==> config.mk <==
export PLATFORM = sky130hd
export DESIGN_NAME = irq_cond
export DESIGN_NICKNAME = d
export VERILOG_FILES = /design/src/design/irq_cond_pkg.sv /design/src/design/irq_cond.sv
export SDC_FILE = /design/constraint.sdc
export NUM_CORES = 1
export LEC_CHECK = 0
export BUFFER_PORTS_ARGS = -buffer_cell sky130_fd_sc_hd__buf_4
export CORE_MARGIN = 2
export CORE_UTILIZATION = 35
export CTS_CLUSTER_SIZE = 20
export DETAILED_ROUTE_END_ITERATION = 10
export MAX_ROUTING_LAYER = met4
export SETUP_SLACK_MARGIN = 0.5
export SYNTH_ARGS = -nofsm -noshare
export SYNTH_HDL_FRONTEND = slang
export SYNTH_SLANG_ARGS = --single-unit
==> constraint.sdc <==
create_clock -name mclk_i -period 8.32 [get_ports mclk_i]
set_clock_uncertainty 0.05 [all_clocks]
set_input_delay 1.248 -clock mclk_i [delete_from_list [all_inputs] [get_ports mclk_i]]
set_output_delay 1.248 -clock mclk_i [all_outputs]
set_load 0.05 [all_outputs]
==> src/design/irq_cond_pkg.sv <==
// constants for the channel interrupt condition block
`default_nettype none
package irq_cond_pkg;
    // enable register field positions
    localparam int AMB_EN_LSB    = 0;
    localparam int PROX2_EN_BIT  = 3;
    localparam int PROX3_EN_BIT  = 4;
    // mode register field positions
    localparam int AMB_MODE_LSB  = 0;
    localparam int PROX2_MODE_LSB = 6;
    localparam int PROX3_MODE_LSB = 0;
    // status flag positions
    localparam int AMB_FLAG_LSB  = 0;
    localparam int PROX2_FLAG_BIT = 3;
    localparam int PROX3_FLAG_BIT = 4;
    // proximity mode codes
    localparam logic [1:0] PROX_MODE_EVERY = 2'h0;
    localparam logic [1:0] PROX_MODE_CROSS = 2'h1;
    localparam logic [1:0] PROX_MODE_ABOVE = 2'h3;
    // ambient field codes
    localparam logic [1:0] AMB_EN_SAMPLE   = 2'h1;
    localparam logic [2:0] AMB_MODE_SAMPLE = 3'h0;
    // compressed format: exponent [7:4], mantissa [3:0]
    localparam int CMP_EXP_LSB   = 4;
    localparam int CMP_MANT_W    = 4;
    // channel indices of the condition evaluators
    localparam int CH_PROX2      = 0;
    localparam int CH_PROX3      = 1;
    localparam int CH_AMB        = 2;
    localparam int NUM_CH        = 3;
    // reset values
    localparam logic [1:0] CNT_RST  = 2'h0;
    localparam logic       FLAG_RST = 1'b0;
endpackage
`default_nettype wire

==> src/design/irq_cond.sv <==
// interrupt flag conditions for proximity channels 2/3 and ambient light
`default_nettype none

// Behaviour
// RULE1 - prox2 enable bit 3, mode bits 7:6; off means no flag; mode 00 every sample
// RULE2 - prox2 mode 01 raises flag when the threshold is crossed
// RULE3 - prox2 mode 11 raises flag whenever sample is above threshold
// RULE4 - prox3 enable bit 4, mode in second register; off none; 00 every sample
// RULE5 - prox3 mode 01 raises flag when the threshold is crossed
// RULE6 - prox3 mode 11 raises flag whenever sample is above threshold
// RULE7 - ambient enable 01 with mode 000 sets flag 0 per visible sample
// RULE8 - enable 0 and mode 01: visible leaving window sets flag 0
// RULE9 - enable 1 and mode bits 2:1 10: visible entering window sets flag 1
// RULE10 - enable 0 and mode 11: infrared leaving window sets flag 0
// RULE11 - enable 1 and mode bits 2:1 11: infrared entering window sets flag 1
// RULE12 - no per-sample interrupt for infrared alone; only visible per-sample
// RULE13 - host programs only listed ambient enable/mode combinations
// RULE14 - ambient window decisions use hysteresis and history checking
// RULE15 - ambient hysteresis is an 8-bit compressed value
// RULE16 - ambient low and high thresholds are compressed values
// RULE17 - proximity threshold decisions use hysteresis and history checking
// RULE18 - proximity hysteresis is an 8-bit compressed value
// RULE19 - prox2 and prox3 thresholds are compressed values
// RULE20 - interrupt output active when any flag and its enable are set
// RULE21 - writing one to a flag position clears only that flag
// RULE22 - conditions evaluated once per new sample; crossing is outcome change
module irq_cond (
    input  wire logic        mclk_i,
    input  wire logic        rstn_i,
    input  wire logic [7:0]  irq_enable_i,
    input  wire logic [7:0]  irq_mode_reg_a_i,
    input  wire logic [7:0]  irq_mode_reg_b_i,
    input  wire logic [7:0]  prox2_threshold_i,
    input  wire logic [7:0]  prox3_threshold_i,
    input  wire logic [7:0]  prox_hysteresis_i,
    input  wire logic [1:0]  prox_history_check_i,
    input  wire logic [7:0]  ambient_low_threshold_i,
    input  wire logic [7:0]  ambient_high_threshold_i,
    input  wire logic [7:0]  ambient_hysteresis_i,
    input  wire logic [1:0]  ambient_history_check_i,
    input  wire logic [15:0] prox2_sample_i,
    input  wire logic        prox2_valid_i,
    input  wire logic [15:0] prox3_sample_i,
    input  wire logic        prox3_valid_i,
    input  wire logic [15:0] ambient_visible_result_i,
    input  wire logic        ambient_visible_valid_i,
    input  wire logic [15:0] ambient_infrared_result_i,
    input  wire logic        ambient_infrared_valid_i,
    input  wire logic [7:0]  status_clear_i,
    output logic             prox2_flag_o,
    output logic             prox3_flag_o,
    output logic [1:0]       ambient_flag_o,
    output logic             irq_o
);

    // ------------------------------------------------------------
    // compressed value expansion and saturating arithmetic
    // ------------------------------------------------------------
    function automatic logic [15:0] expand(input logic [7:0] code);
        logic [3:0]  ex;
        logic [31:0] wide;
        ex   = code[7:irq_cond_pkg::CMP_EXP_LSB];
        wide = 32'h0;
        if (ex == 4'h0)
        begin
            wide = {28'h0, code[irq_cond_pkg::CMP_MANT_W-1:0]};
        end
        else
        begin
            wide = {27'h0, 1'b1, code[irq_cond_pkg::CMP_MANT_W-1:0]} << (ex - 4'h1);
        end
        if (wide[31:16] != 16'h0)
        begin
            expand = 16'hffff;
        end
        else
        begin
            expand = wide[15:0];
        end
    endfunction

    function automatic logic [15:0] sat_add(input logic [15:0] a, input logic [15:0] b);
        logic [16:0] s;
        s = {1'b0, a} + {1'b0, b};
        if (s[16])
        begin
            sat_add = 16'hffff;
        end
        else
        begin
            sat_add = s[15:0];
        end
    endfunction

    function automatic logic [15:0] sat_sub(input logic [15:0] a, input logic [15:0] b);
        if (a > b)
        begin
            sat_sub = a - b;
        end
        else
        begin
            sat_sub = 16'h0;
        end
    endfunction

    // ------------------------------------------------------------
    // field decode
    // ------------------------------------------------------------
    wire logic       prox2_irq_enable   = irq_enable_i[irq_cond_pkg::PROX2_EN_BIT];
    wire logic       prox3_irq_enable   = irq_enable_i[irq_cond_pkg::PROX3_EN_BIT];
    wire logic [1:0] ambient_irq_enable =
        irq_enable_i[irq_cond_pkg::AMB_EN_LSB +: 2];
    wire logic [1:0] prox2_irq_mode     =
        irq_mode_reg_a_i[irq_cond_pkg::PROX2_MODE_LSB +: 2];
    wire logic [1:0] prox3_irq_mode     =
        irq_mode_reg_b_i[irq_cond_pkg::PROX3_MODE_LSB +: 2];
    wire logic [2:0] ambient_irq_mode   =
        irq_mode_reg_a_i[irq_cond_pkg::AMB_MODE_LSB +: 3];

    // ambient source: mode bit 1 picks infrared over visible
    wire logic        amb_use_ir  = ambient_irq_mode[1];
    wire logic [15:0] amb_sample  =
        amb_use_ir ? ambient_infrared_result_i : ambient_visible_result_i;
    wire logic        amb_valid   =
        amb_use_ir ? ambient_infrared_valid_i : ambient_visible_valid_i;

    // ------------------------------------------------------------
    // per-channel comparison inputs
    // ------------------------------------------------------------
    wire logic [15:0] prox_hyst_v = expand(prox_hysteresis_i);       // RULE18
    wire logic [15:0] amb_hyst_v  = expand(ambient_hysteresis_i);    // RULE15
    wire logic [15:0] prox2_th_v  = expand(prox2_threshold_i);       // RULE19
    wire logic [15:0] prox3_th_v  = expand(prox3_threshold_i);       // RULE19
    wire logic [15:0] amb_low_v   = expand(ambient_low_threshold_i); // RULE16
    wire logic [15:0] amb_high_v  = expand(ambient_high_threshold_i); // RULE16

    logic [15:0] ch_sample [irq_cond_pkg::NUM_CH];
    logic [15:0] ch_low    [irq_cond_pkg::NUM_CH];
    logic [15:0] ch_high   [irq_cond_pkg::NUM_CH];
    logic [15:0] ch_hyst   [irq_cond_pkg::NUM_CH];
    logic [1:0]  ch_hist   [irq_cond_pkg::NUM_CH];
    logic [irq_cond_pkg::NUM_CH-1:0] ch_valid;
    logic [irq_cond_pkg::NUM_CH-1:0] ch_window;

    assign ch_sample[irq_cond_pkg::CH_PROX2] = prox2_sample_i;
    assign ch_sample[irq_cond_pkg::CH_PROX3] = prox3_sample_i;
    assign ch_sample[irq_cond_pkg::CH_AMB]   = amb_sample;
    assign ch_low[irq_cond_pkg::CH_PROX2]    = prox2_th_v;
    assign ch_low[irq_cond_pkg::CH_PROX3]    = prox3_th_v;
    assign ch_low[irq_cond_pkg::CH_AMB]      = amb_low_v;
    assign ch_high[irq_cond_pkg::CH_PROX2]   = 16'hffff;
    assign ch_high[irq_cond_pkg::CH_PROX3]   = 16'hffff;
    assign ch_high[irq_cond_pkg::CH_AMB]     = amb_high_v;
    assign ch_hyst[irq_cond_pkg::CH_PROX2]   = prox_hyst_v;
    assign ch_hyst[irq_cond_pkg::CH_PROX3]   = prox_hyst_v;
    assign ch_hyst[irq_cond_pkg::CH_AMB]     = amb_hyst_v;
    assign ch_hist[irq_cond_pkg::CH_PROX2]   = prox_history_check_i;
    assign ch_hist[irq_cond_pkg::CH_PROX3]   = prox_history_check_i;
    assign ch_hist[irq_cond_pkg::CH_AMB]     = ambient_history_check_i;
    assign ch_valid  = {amb_valid, prox3_valid_i, prox2_valid_i};
    assign ch_window = 3'h4;

    // ------------------------------------------------------------
    // condition evaluators: hysteresis, history, edge detection
    // ------------------------------------------------------------
    logic [irq_cond_pkg::NUM_CH-1:0] ch_state_next;
    logic [irq_cond_pkg::NUM_CH-1:0] ch_rise;
    logic [irq_cond_pkg::NUM_CH-1:0] ch_fall;

    genvar g;
    generate
        for (g = 0; g < irq_cond_pkg::NUM_CH; g = g + 1)
        begin : gen_ch
            logic        state_reg;
            logic [1:0]  cnt_reg;
            logic [1:0]  cnt_next;
            // thresholds widen while inside, narrow while outside
            wire logic [15:0] low_h  = state_reg ? sat_sub(ch_low[g], ch_hyst[g])
                                                 : sat_add(ch_low[g], ch_hyst[g]);
            wire logic [15:0] high_h = state_reg ? sat_add(ch_high[g], ch_hyst[g])
                                                 : sat_sub(ch_high[g], ch_hyst[g]);
            wire logic raw    = (ch_sample[g] > low_h) &&
                                (!ch_window[g] || (ch_sample[g] < high_h));
            wire logic differ = raw != state_reg;
            // outcome must disagree on hist+1 samples in a row
            wire logic commit = ch_valid[g] && differ && (cnt_reg >= ch_hist[g]); // RULE14 RULE17

            assign ch_state_next[g] = commit ? raw : state_reg;
            assign ch_rise[g]       = commit && raw;    // RULE22
            assign ch_fall[g]       = commit && !raw;   // RULE22
            assign cnt_next = !ch_valid[g] ? cnt_reg :
                              (commit || !differ) ? irq_cond_pkg::CNT_RST :
                              cnt_reg + 2'h1;

            always_ff @(posedge mclk_i or negedge rstn_i)
            begin
                if (!rstn_i)
                begin
                    state_reg <= 1'b0;
                end
                else
                begin
                    state_reg <= ch_state_next[g];
                end
            end

            always_ff @(posedge mclk_i or negedge rstn_i)
            begin
                if (!rstn_i)
                begin
                    cnt_reg <= irq_cond_pkg::CNT_RST;
                end
                else
                begin
                    cnt_reg <= cnt_next;
                end
            end
        end
    endgenerate

    // ------------------------------------------------------------
    // proximity flag set conditions
    // ------------------------------------------------------------
    wire logic p2_every = prox2_irq_mode == irq_cond_pkg::PROX_MODE_EVERY;
    wire logic p2_cross = prox2_irq_mode == irq_cond_pkg::PROX_MODE_CROSS;
    wire logic p2_above = prox2_irq_mode == irq_cond_pkg::PROX_MODE_ABOVE;
    wire logic p3_every = prox3_irq_mode == irq_cond_pkg::PROX_MODE_EVERY;
    wire logic p3_cross = prox3_irq_mode == irq_cond_pkg::PROX_MODE_CROSS;
    wire logic p3_above = prox3_irq_mode == irq_cond_pkg::PROX_MODE_ABOVE;

    wire logic p2_chg = ch_rise[irq_cond_pkg::CH_PROX2] | ch_fall[irq_cond_pkg::CH_PROX2];
    wire logic p3_chg = ch_rise[irq_cond_pkg::CH_PROX3] | ch_fall[irq_cond_pkg::CH_PROX3];

    wire logic prox2_set = prox2_irq_enable && prox2_valid_i && (   // RULE1
        p2_every ||                                                 // RULE1
        (p2_cross && p2_chg) ||                                     // RULE2
        (p2_above && ch_state_next[irq_cond_pkg::CH_PROX2]));       // RULE3

    wire logic prox3_set = prox3_irq_enable && prox3_valid_i && (   // RULE4
        p3_every ||                                                 // RULE4
        (p3_cross && p3_chg) ||                                     // RULE5
        (p3_above && ch_state_next[irq_cond_pkg::CH_PROX3]));       // RULE6

    // ------------------------------------------------------------
    // ambient flag set conditions
    // ------------------------------------------------------------
    // per-sample works on visible results only
    wire logic amb_per_sample = ambient_visible_valid_i &&                   // RULE12
        (ambient_irq_enable == irq_cond_pkg::AMB_EN_SAMPLE) &&              // RULE7
        (ambient_irq_mode == irq_cond_pkg::AMB_MODE_SAMPLE);                // RULE7
    wire logic amb_exit = ch_fall[irq_cond_pkg::CH_AMB];
    wire logic amb_enter = ch_rise[irq_cond_pkg::CH_AMB];

    wire logic amb_vis_exit  = ambient_irq_enable[0] &&
        (ambient_irq_mode[1:0] == 2'h1) && amb_exit;                        // RULE8
    wire logic amb_ir_exit   = ambient_irq_enable[0] &&
        (ambient_irq_mode[1:0] == 2'h3) && amb_exit;                        // RULE10
    wire logic amb_vis_enter = ambient_irq_enable[1] &&
        (ambient_irq_mode[2:1] == 2'h2) && amb_enter;                       // RULE9
    wire logic amb_ir_enter  = ambient_irq_enable[1] &&
        (ambient_irq_mode[2:1] == 2'h3) && amb_enter;                       // RULE11

    wire logic [1:0] amb_set = {amb_vis_enter | amb_ir_enter,
                                amb_per_sample | amb_vis_exit | amb_ir_exit};

    // ------------------------------------------------------------
    // sticky flags: set wins over a same-cycle clear
    // ------------------------------------------------------------
    logic       prox2_flag_reg;
    logic       prox3_flag_reg;
    logic [1:0] ambient_flag_reg;
    logic       irq_reg;

    wire logic       prox2_flag_next = prox2_set ||
        (prox2_flag_reg && !status_clear_i[irq_cond_pkg::PROX2_FLAG_BIT]);  // RULE21
    wire logic       prox3_flag_next = prox3_set ||
        (prox3_flag_reg && !status_clear_i[irq_cond_pkg::PROX3_FLAG_BIT]);  // RULE21
    wire logic [1:0] ambient_flag_next = amb_set |
        (ambient_flag_reg & ~status_clear_i[irq_cond_pkg::AMB_FLAG_LSB +: 2]); // RULE21

    wire logic irq_next =
        (prox2_flag_next && prox2_irq_enable) ||                            // RULE20
        (prox3_flag_next && prox3_irq_enable) ||                            // RULE20
        |(ambient_flag_next & ambient_irq_enable);                          // RULE20

    always_ff @(posedge mclk_i or negedge rstn_i)
    begin
        if (!rstn_i)
        begin
            prox2_flag_reg <= irq_cond_pkg::FLAG_RST;
        end
        else
        begin
            prox2_flag_reg <= prox2_flag_next;
        end
    end

    always_ff @(posedge mclk_i or negedge rstn_i)
    begin
        if (!rstn_i)
        begin
            prox3_flag_reg <= irq_cond_pkg::FLAG_RST;
        end
        else
        begin
            prox3_flag_reg <= prox3_flag_next;
        end
    end

    always_ff @(posedge mclk_i or negedge rstn_i)
    begin
        if (!rstn_i)
        begin
            ambient_flag_reg <= {2{irq_cond_pkg::FLAG_RST}};
        end
        else
        begin
            ambient_flag_reg <= ambient_flag_next;
        end
    end

    // ------------------------------------------------------------
    // interrupt output register
    // ------------------------------------------------------------
    always_ff @(posedge mclk_i or negedge rstn_i)
    begin
        if (!rstn_i)
        begin
            irq_reg <= 1'b0;
        end
        else
        begin
            irq_reg <= irq_next;
        end
    end

    // ------------------------------------------------------------
    // outputs
    // ------------------------------------------------------------
    assign prox2_flag_o   = prox2_flag_reg;
    assign prox3_flag_o   = prox3_flag_reg;
    assign ambient_flag_o = ambient_flag_reg;
    assign irq_o          = irq_reg;

endmodule // irq_cond
`default_nettype wire

## Word level (Yosys, flattened, before mapping)

Cells that the tools add are included.

| storage, ports and cells | value |
|---|---|
| bits in registers | 14 |
| bits of input ports | 154 |
| output and inout bits | 5 |
| word-level logic and storage cells | 166 |

| cells by class | value |
|---|---|
| $add $sub $neg | 17 |
| $lt $le $gt $ge | 11 |
| eq/ne operators | 12 |
| shift operators | 6 |
| multiplexer cells | 31 |
| bitwise logic cells | 9 |
| reduce and logical (&&, ||, !) cells | 70 |

Operators with widths:

| cell | number |
|---|---|
| $mux 16 | 19 |
| $mux 32 | 6 |
| $shl 5x4->32 | 6 |
| $gt 16x16->1 | 7 |
| $reduce_bool 16->1 | 6 |
| $add 16x16->17 | 4 |
| $sub 16x16->16 | 4 |
| $logic_and 1x1->1 | 35 |
| $logic_not 4->1 | 6 |
| $sub 4x1->4 const B | 6 |
| $lt 16x16->1 | 1 |
| $logic_or 1x1->1 | 11 |
| $eq 2x2->1 const B | 5 |
| $eq 2x1->1 const B | 4 |
| $logic_not 1->1 | 8 |
| $add 2x1->2 const B | 3 |
| $ge 2x2->1 | 3 |
| $mux 2 | 3 |
| $or 1x1->1 | 5 |
| $and 2x2->2 | 2 |
| $logic_not 2->1 | 2 |
| $logic_not 3->1 | 1 |
| $mux 1 | 3 |
| $ne 1x1->1 | 3 |
| 3 further kinds | 3 |

## Depth between registers and ports, before layout

| logic depth | value |
|---|---|
| depth after elaboration | 22 |
| gate-level depth with buffers | 34 |
| gate-level depth less buffers | 32 |

## Worst setup path after synthesis

OpenSTA, ideal clock, no wires.

| path | value |
|---|---|
| path type | input to register |
| from | in ambient_high_threshold_i[4] |
| to | reg irq_reg, in the netlist irq_o |
| setup time | 139 ps |
| arrival | 8629 ps |
| required time | 8131 ps |
| setup slack | -497 ps |
| stages on the path | 32 |
| path buffers | 4 |
| cell sequence | clkbuf_1 inv_1 ha_1 clkbuf_1 mux2i_1 mux2i_1 o41ai_1 nand2b_1 o21ai_0 mux2_2 ha_1 nand2b_1 a21oi_1 o21ai_0 a31oi_1 a211oi_1 a21o_1 clkbuf_1 clkbuf_1 nor2_1 o22ai_1 ha_1 a21o_1 a21o_1 a221o_1 a221oi_1 nor2b_1 a2111oi_0 o21a_1 o41a_1 nor2_1 or4b_1 |

| between the ends | value |
|---|---|
| word-level cells in the longest chain between the ends | 21 |
| elaborated cells on any way between the ends | 31 |
| those cells by class | add/sub (3); order compare (2); eq/ne (1); shift (1); mux (5); bitwise (5); reduce/logical (14) |

RTL lines:

| item | line | source |
|---|---|---|
| start: declaration | irq_cond.sv:38 | `input wire logic [7:0] ambient_high_threshold_i,` |
| $sub 4x1->4 | irq_cond.sv:70 | `wide = {27'h0, 1'b1, code[irq_cond_pkg::CMP_MANT_W-1:0]} << (ex - 4'h1);` |
| $shl 5x4->32 | irq_cond.sv:70 |  |
| $mux 32 * | irq_cond.sv:64 | `if (ex == 4'h0)` |
| $reduce_bool 16->1 | irq_cond.sv:72 | `if (wide[31:16] != 16'h0)` |
| $mux 16 * | irq_cond.sv:72 |  |
| $sub 16x16->16, or another cell as far along | irq_cond.sv:98 | `sat_sub = a - b;` |
| $mux 16, on equally long branches | irq_cond.sv:96, irq_cond.sv:85 |  |
| $mux 16 * | irq_cond.sv:180 | `wire logic [15:0] high_h = state_reg ? sat_add(ch_high[g], ch_hyst[g])` |
| [... 5 more ...] | n/a |  |
| $logic_and 1x1->1 | irq_cond.sv:190 | `assign ch_fall[g] = commit && !raw;` |
| $logic_and 1x1->1 | irq_cond.sv:255 | `(ambient_irq_mode[1:0] == 2'h1) && amb_exit;` |
| $or 1x1->1 (2 in a row) | irq_cond.sv:264 | `amb_per_sample \| amb_vis_exit \| amb_ir_exit};` |
| $or 2x2->2 * | irq_cond.sv:278 | `wire logic [1:0] ambient_flag_next = amb_set \|` |
| $and 2x2->2 * | irq_cond.sv:284 | `\|(ambient_flag_next & ambient_irq_enable);` |
| $reduce_or 2->1 * | irq_cond.sv:284 |  |
| $logic_or 1x1->1 * | irq_cond.sv:283 | `(prox3_flag_next && prox3_irq_enable) \|\|` |
| via irq_next | irq_cond.sv:281 | `wire logic irq_next =` |
| end signal: assignment | irq_cond.sv:333 | `irq_reg <= irq_next;` |
| end: declaration | irq_cond.sv:272 | `logic irq_reg;` |

The timed path passes the listed nets; every way through them passes the cells marked *.
A chain may end at the register's enable or synchronous reset.

## Final worst setup path

| path | value |
|---|---|
| from | in prox2_threshold_i[5] |
| to | reg irq_reg, in the netlist irq_o |

| between the ends | value |
|---|---|
| word-level cells in the longest chain between the ends | 22 |
| elaborated cells on any way between the ends | 30 |
| those cells by class | add/sub (3); order compare (2); eq/ne (1); shift (1); mux (6); bitwise (1); reduce/logical (16) |

RTL lines:

| item | line | source |
|---|---|---|
| start: declaration | irq_cond.sv:33 | `input wire logic [7:0] prox2_threshold_i,` |
| $sub 4x1->4 | irq_cond.sv:70 |  |
| $shl 5x4->32 | irq_cond.sv:70 |  |
| $mux 32 * | irq_cond.sv:64 |  |
| $reduce_bool 16->1 | irq_cond.sv:72 |  |
| $mux 16 * | irq_cond.sv:72 |  |
| $add 16x16->17, or another cell as far along | irq_cond.sv:84 | `s = {1'b0, a} + {1'b0, b};` |
| $mux 16, on equally long branches | irq_cond.sv:85, irq_cond.sv:96 |  |
| $mux 16 * | irq_cond.sv:178 | `wire logic [15:0] low_h = state_reg ? sat_sub(ch_low[g], ch_hyst[g])` |
| [... 7 more ...] | n/a |  |
| $logic_or 1x1->1 | irq_cond.sv:235 | `p2_every \|\|` |
| $logic_or 1x1->1 * | irq_cond.sv:236 | `(p2_cross && p2_chg) \|\|` |
| $logic_and 1x1->1 * | irq_cond.sv:234 | `wire logic prox2_set = prox2_irq_enable && prox2_valid_i && (` |
| $logic_or 1x1->1 * | irq_cond.sv:274 | `wire logic prox2_flag_next = prox2_set \|\|` |
| $logic_and 1x1->1 * | irq_cond.sv:282 | `(prox2_flag_next && prox2_irq_enable) \|\|` |
| $logic_or 1x1->1 * | irq_cond.sv:282 |  |
| $logic_or 1x1->1 * | irq_cond.sv:283 |  |
| via irq_next | irq_cond.sv:281 |  |

Marks and branches as above.

==> flow_summary.toml <==
[outcome]
status = "complete, no violations"

[clock_tree]
clkLatencyLatePin_ns = 0.25
total_of_hold_buffers_inserted_after_clock_tree_synthesis = 0
clock_tree_from_tritoncts = "built"
ctsHtreeMaxLevel = 1
cts.path.max_buffers = 2
root_driver = "sky130_fd_sc_hd__clkbuf_16"
numCtsBuffers = 3
clk_pin_slew_worst_paths_ns = 0.05
total_clock_sinks = 14

[detailed_routing]
drtPass1Iterations = 5
total_wire_length_um = 41200
vias = 13800
drt-wirelength-per-cell_um = 16.7
initialDrtViolationCount = 846
drcViolationCount = 0
ant_nets = 0
vias_per_cell = 5.62

[placement]
place.detailed.hpwl_um = 34900
place_ws_ns = -0.205
placement.io_buffers = 141
routabilityCongestion = 0.954

[die]
die_y_um = 189
die_w_um = 189
floorplan.core_area_um2 = 33700
placementRows = 67
floorplan.io_pins = 159
fp.dieArea_um2 = 35900
starting_density_of_the_core_pct = 35.7

[synth]
synthesis.area_um2 = 12000
async_reset_ff_share_pct = 100
synth_flop_cell = "sky130_fd_sc_hd__dfrtp_1"
synth_enable_flop_cells = 0
synthSimpleGateAreaFrac_pct = 22.6
synth_seq_cells = 14
postSynthCellCount = 1773
synth_compound_area_share_pct = 34.0
synth-adder-area-share_pct = 23.0
synth_largest_type_area_fraction_pct = 22.0
synthesis.nets = 2144
synth.top_cells.by_area = "sky130_fd_sc_hd__ha_1 (22%), sky130_fd_sc_hd__a21oi_1 (7.9%), sky130_fd_sc_hd__nor2_1 (6.1%)"
syn-mean-instance-area_um2 = 6.78
sequential_to_total_area_share_from_yosys_stat_pct = 2.91
yosys_warnings = 0
synth_xor_xnor_area_share_pct = 5.47
largest_family_of_logic_cells_by_synthesized_area = "compound AO/OA/AOI/OAI gates"
synth_mux_area_share_pct = 5.25
post-synth-top-area-cell = "sky130_fd_sc_hd__ha_1"
library_cells_used_by_synthesis = 83

[global_routing]
number_of_global_route_vias_before_repair = 13300
global_route.usage.total_pct = 23.0
overflow = 0
grt_first_pass_wirelength_um = 66700
antenna_violations_before_repair = 0
grt_start_max_net_pins = 64

[timing]
final_min_period_over_clock_period_pct = 94.2
worst_slew_margin_pct = 43.1
final-max-slew-violation-count = 0
setup_viol = 0
layout_setup_ws_ns = 0.482
finalHoldViolations = 0
final_period_minus_worst_setup_slack_ns = 7.84
rsz0062_at_grt = "yes"
timing.hold.ws_ns = 0.447
fmax_mhz = 128
transition_time_of_the_tightest_slew_check_pin_ns = 0.854

[power_and_ir_drop]
leakagePower_uw = 0.00706
ir_drop_mv = 0.0991
power_total_uw = 3170
power_density_nw_per_um2 = 208

[finish]
antennaDiodeCount = 0
drive_above_1_share_pct = 23.3
final_nets = 2385
multi_input_comb_area_um2 = 11300
fillerInstances = 3551
area_growth_pct = 26.7
ff_latch_area_um2 = 350
number_of_flip_flops_under_the_largest_register_name = 6

[setup_path]
critPathMaxStageDelay_ns = 0.48
cpMaxStageDelayCell = "sky130_fd_sc_hd__or4b_1"
timing.critical_path.arrival_ns = 7.90
worst_reg2reg_path_length_in_cells = 15
critical_path.max_fanout = 7
r2r_start = "gen_ch[0].state_reg"
timing.reg2reg.setup_slack_ns = 3.77
crit-reg2reg-capture = "irq_o"
crit_required_ns = 8.38
critPathLaunchType = "input pin"
worstSetupPathType = "input pin to register"
endpoint_kind = "register"

[worst_hold_path]
min-delay-start = "gen_ch[2].cnt_reg[0]"
min_delay_worst_endpoint = "gen_ch[2].cnt_reg[0]"
worst_hold_path_type = "register to register"
min_path_cells = 2

[flow_run]
drv.max_cap_violation_count = 0
[routing by layer]
metal	routed length, um	up-vias	GRT usage, %	share of wire (%)
met2	19700	381	39.8	48
met4	1530	0	7.30	3.7
met5	0	-	-	0
li1	-	6959	-	-
met3	1610	73	1.11	3.9
met1	18400	6410	28.7	45
[per-stage QoR]
stage	cells	cell area [um2]	TNS [ns]	utilization (%)
after floorplan	1773	12200	0	-
after global placement	2448	14800	-0.119	43.8
after detailed placement	2448	14800	-0.205	43.8
after CTS	2454	15000	0	44.4
after global routing	2461	15200	0	45.2
final	2461	15200	0	45.2
[layout by cell type (no fill, tap or decap), types with 11 or more instances in the layout]
master / Yosys / routed
sky130_fd_sc_hd__and3_1: 12 / 12
sky130_fd_sc_hd__a21oi_1: 189 / 182
sky130_fd_sc_hd__mux2i_1: 26 / 20
sky130_fd_sc_hd__o21ai_1: 7 / 16
sky130_fd_sc_hd__o31ai_1: 31 / 25
sky130_fd_sc_hd__nor2_1: 197 / 193
sky130_fd_sc_hd__nand2b_1: 27 / 26
sky130_fd_sc_hd__mux2_2: 33 / 32
sky130_fd_sc_hd__nor2b_1: 21 / 20
sky130_fd_sc_hd__nand4_1: 17 / 17
sky130_fd_sc_hd__a21o_1: 52 / 50
sky130_fd_sc_hd__nor4_1: 18 / 16
sky130_fd_sc_hd__nor3b_1: 11 / 11
sky130_fd_sc_hd__nand2_1: 128 / 127
sky130_fd_sc_hd__buf_4: 1 / 319
sky130_fd_sc_hd__xnor2_1: 59 / 57
sky130_fd_sc_hd__ha_1: 211 / 200
sky130_fd_sc_hd__inv_1: 126 / 122
sky130_fd_sc_hd__a211oi_1: 17 / 13
sky130_fd_sc_hd__xor2_1: 13 / 11
sky130_fd_sc_hd__o211ai_1: 14 / 14
sky130_fd_sc_hd__a221o_1: 11 / 11
sky130_fd_sc_hd__o21ai_0: 132 / 120
sky130_fd_sc_hd__o22ai_1: 12 / 11
sky130_fd_sc_hd__nor3_1: 39 / 37
sky130_fd_sc_hd__dfrtp_1: 14 / 14
sky130_fd_sc_hd__or3_1: 16 / 15
sky130_fd_sc_hd__o21a_1: 21 / 21
sky130_fd_sc_hd__nand3_1: 45 / 45
sky130_fd_sc_hd__o31a_1: 13 / 13
sky130_fd_sc_hd__o21bai_1: 19 / 19
sky130_fd_sc_hd__a31oi_1: 24 / 24
[worst max-delay path by stage]
stage,startpoint,endpoint,cells past startpoint
finish,prox2_threshold_i[5],irq_o,31
global route,prox2_threshold_i[5],irq_o,33
CTS,ambient_hysteresis_i[5],irq_o,32
detailed placement,prox2_threshold_i[5],irq_o,32
global placement,prox2_threshold_i[5],irq_o,31
floorplan,prox_hysteresis_i[4],irq_o,30
[power by group]
part / switching [uW] / internal (uW) / leakage, uW
Sequential: 33.1 / 91.2 / 0.000185
Combinational: 1660 / 1280 / 0.00683
Clock: 30.5 / 73.0 / 0.0000442
[worst max-delay path, delay by kind of cell]
kind,cells,cell delay (ns)
compound gates,17,4.07
simple gates,5,1.09
fa+ha+maj,4,0.80
buf+inv,4,0.35
mux,1,0.34
[Yosys cell counts (24+ instances only)]
cell type and n:
sky130_fd_sc_hd__a31oi_1 24, sky130_fd_sc_hd__inv_1 126, sky130_fd_sc_hd__o21ai_0 132, sky130_fd_sc_hd__clkbuf_1 73, sky130_fd_sc_hd__ha_1 211, sky130_fd_sc_hd__nand3_1 45
sky130_fd_sc_hd__mux2i_1 26, sky130_fd_sc_hd__a21oi_1 189, sky130_fd_sc_hd__nand2b_1 27, sky130_fd_sc_hd__xnor2_1 59, sky130_fd_sc_hd__mux2_2 33, sky130_fd_sc_hd__o31ai_1 31
sky130_fd_sc_hd__a21o_1 52, sky130_fd_sc_hd__nor3_1 39, sky130_fd_sc_hd__nand2_1 128, sky130_fd_sc_hd__nor2_1 197
[timing repair]
action	4_1_cts	5_1_grt
hold endpoints to repair	0	0
pin swaps	15	26
setup buffers	2	7
endpoints found under the setup margin	4	10
resized for setup	25	50
[layout make-up]
cell class / count / area share, %
multi-input combinational: 1546 / 74.3
timing repair buffer: 321 / 15.9
tap: 448 / 3.68
inverter: 128 / 3.19
sequential: 14 / 2.30
clock buffer: 4 / 0.583
[cell families (layout without fill, tap and decap cells)]
logic type,Yosys count,after routing
buffers and inverters,213,453
muxes,59,59
DFF,14,14
xor gates and xnor gates,73,73
and+or+nand+nor,572,572
AOI/OAI and AO/OA,625,625
adders and majority gates,217,217
(Power assumes the default switching activity.)
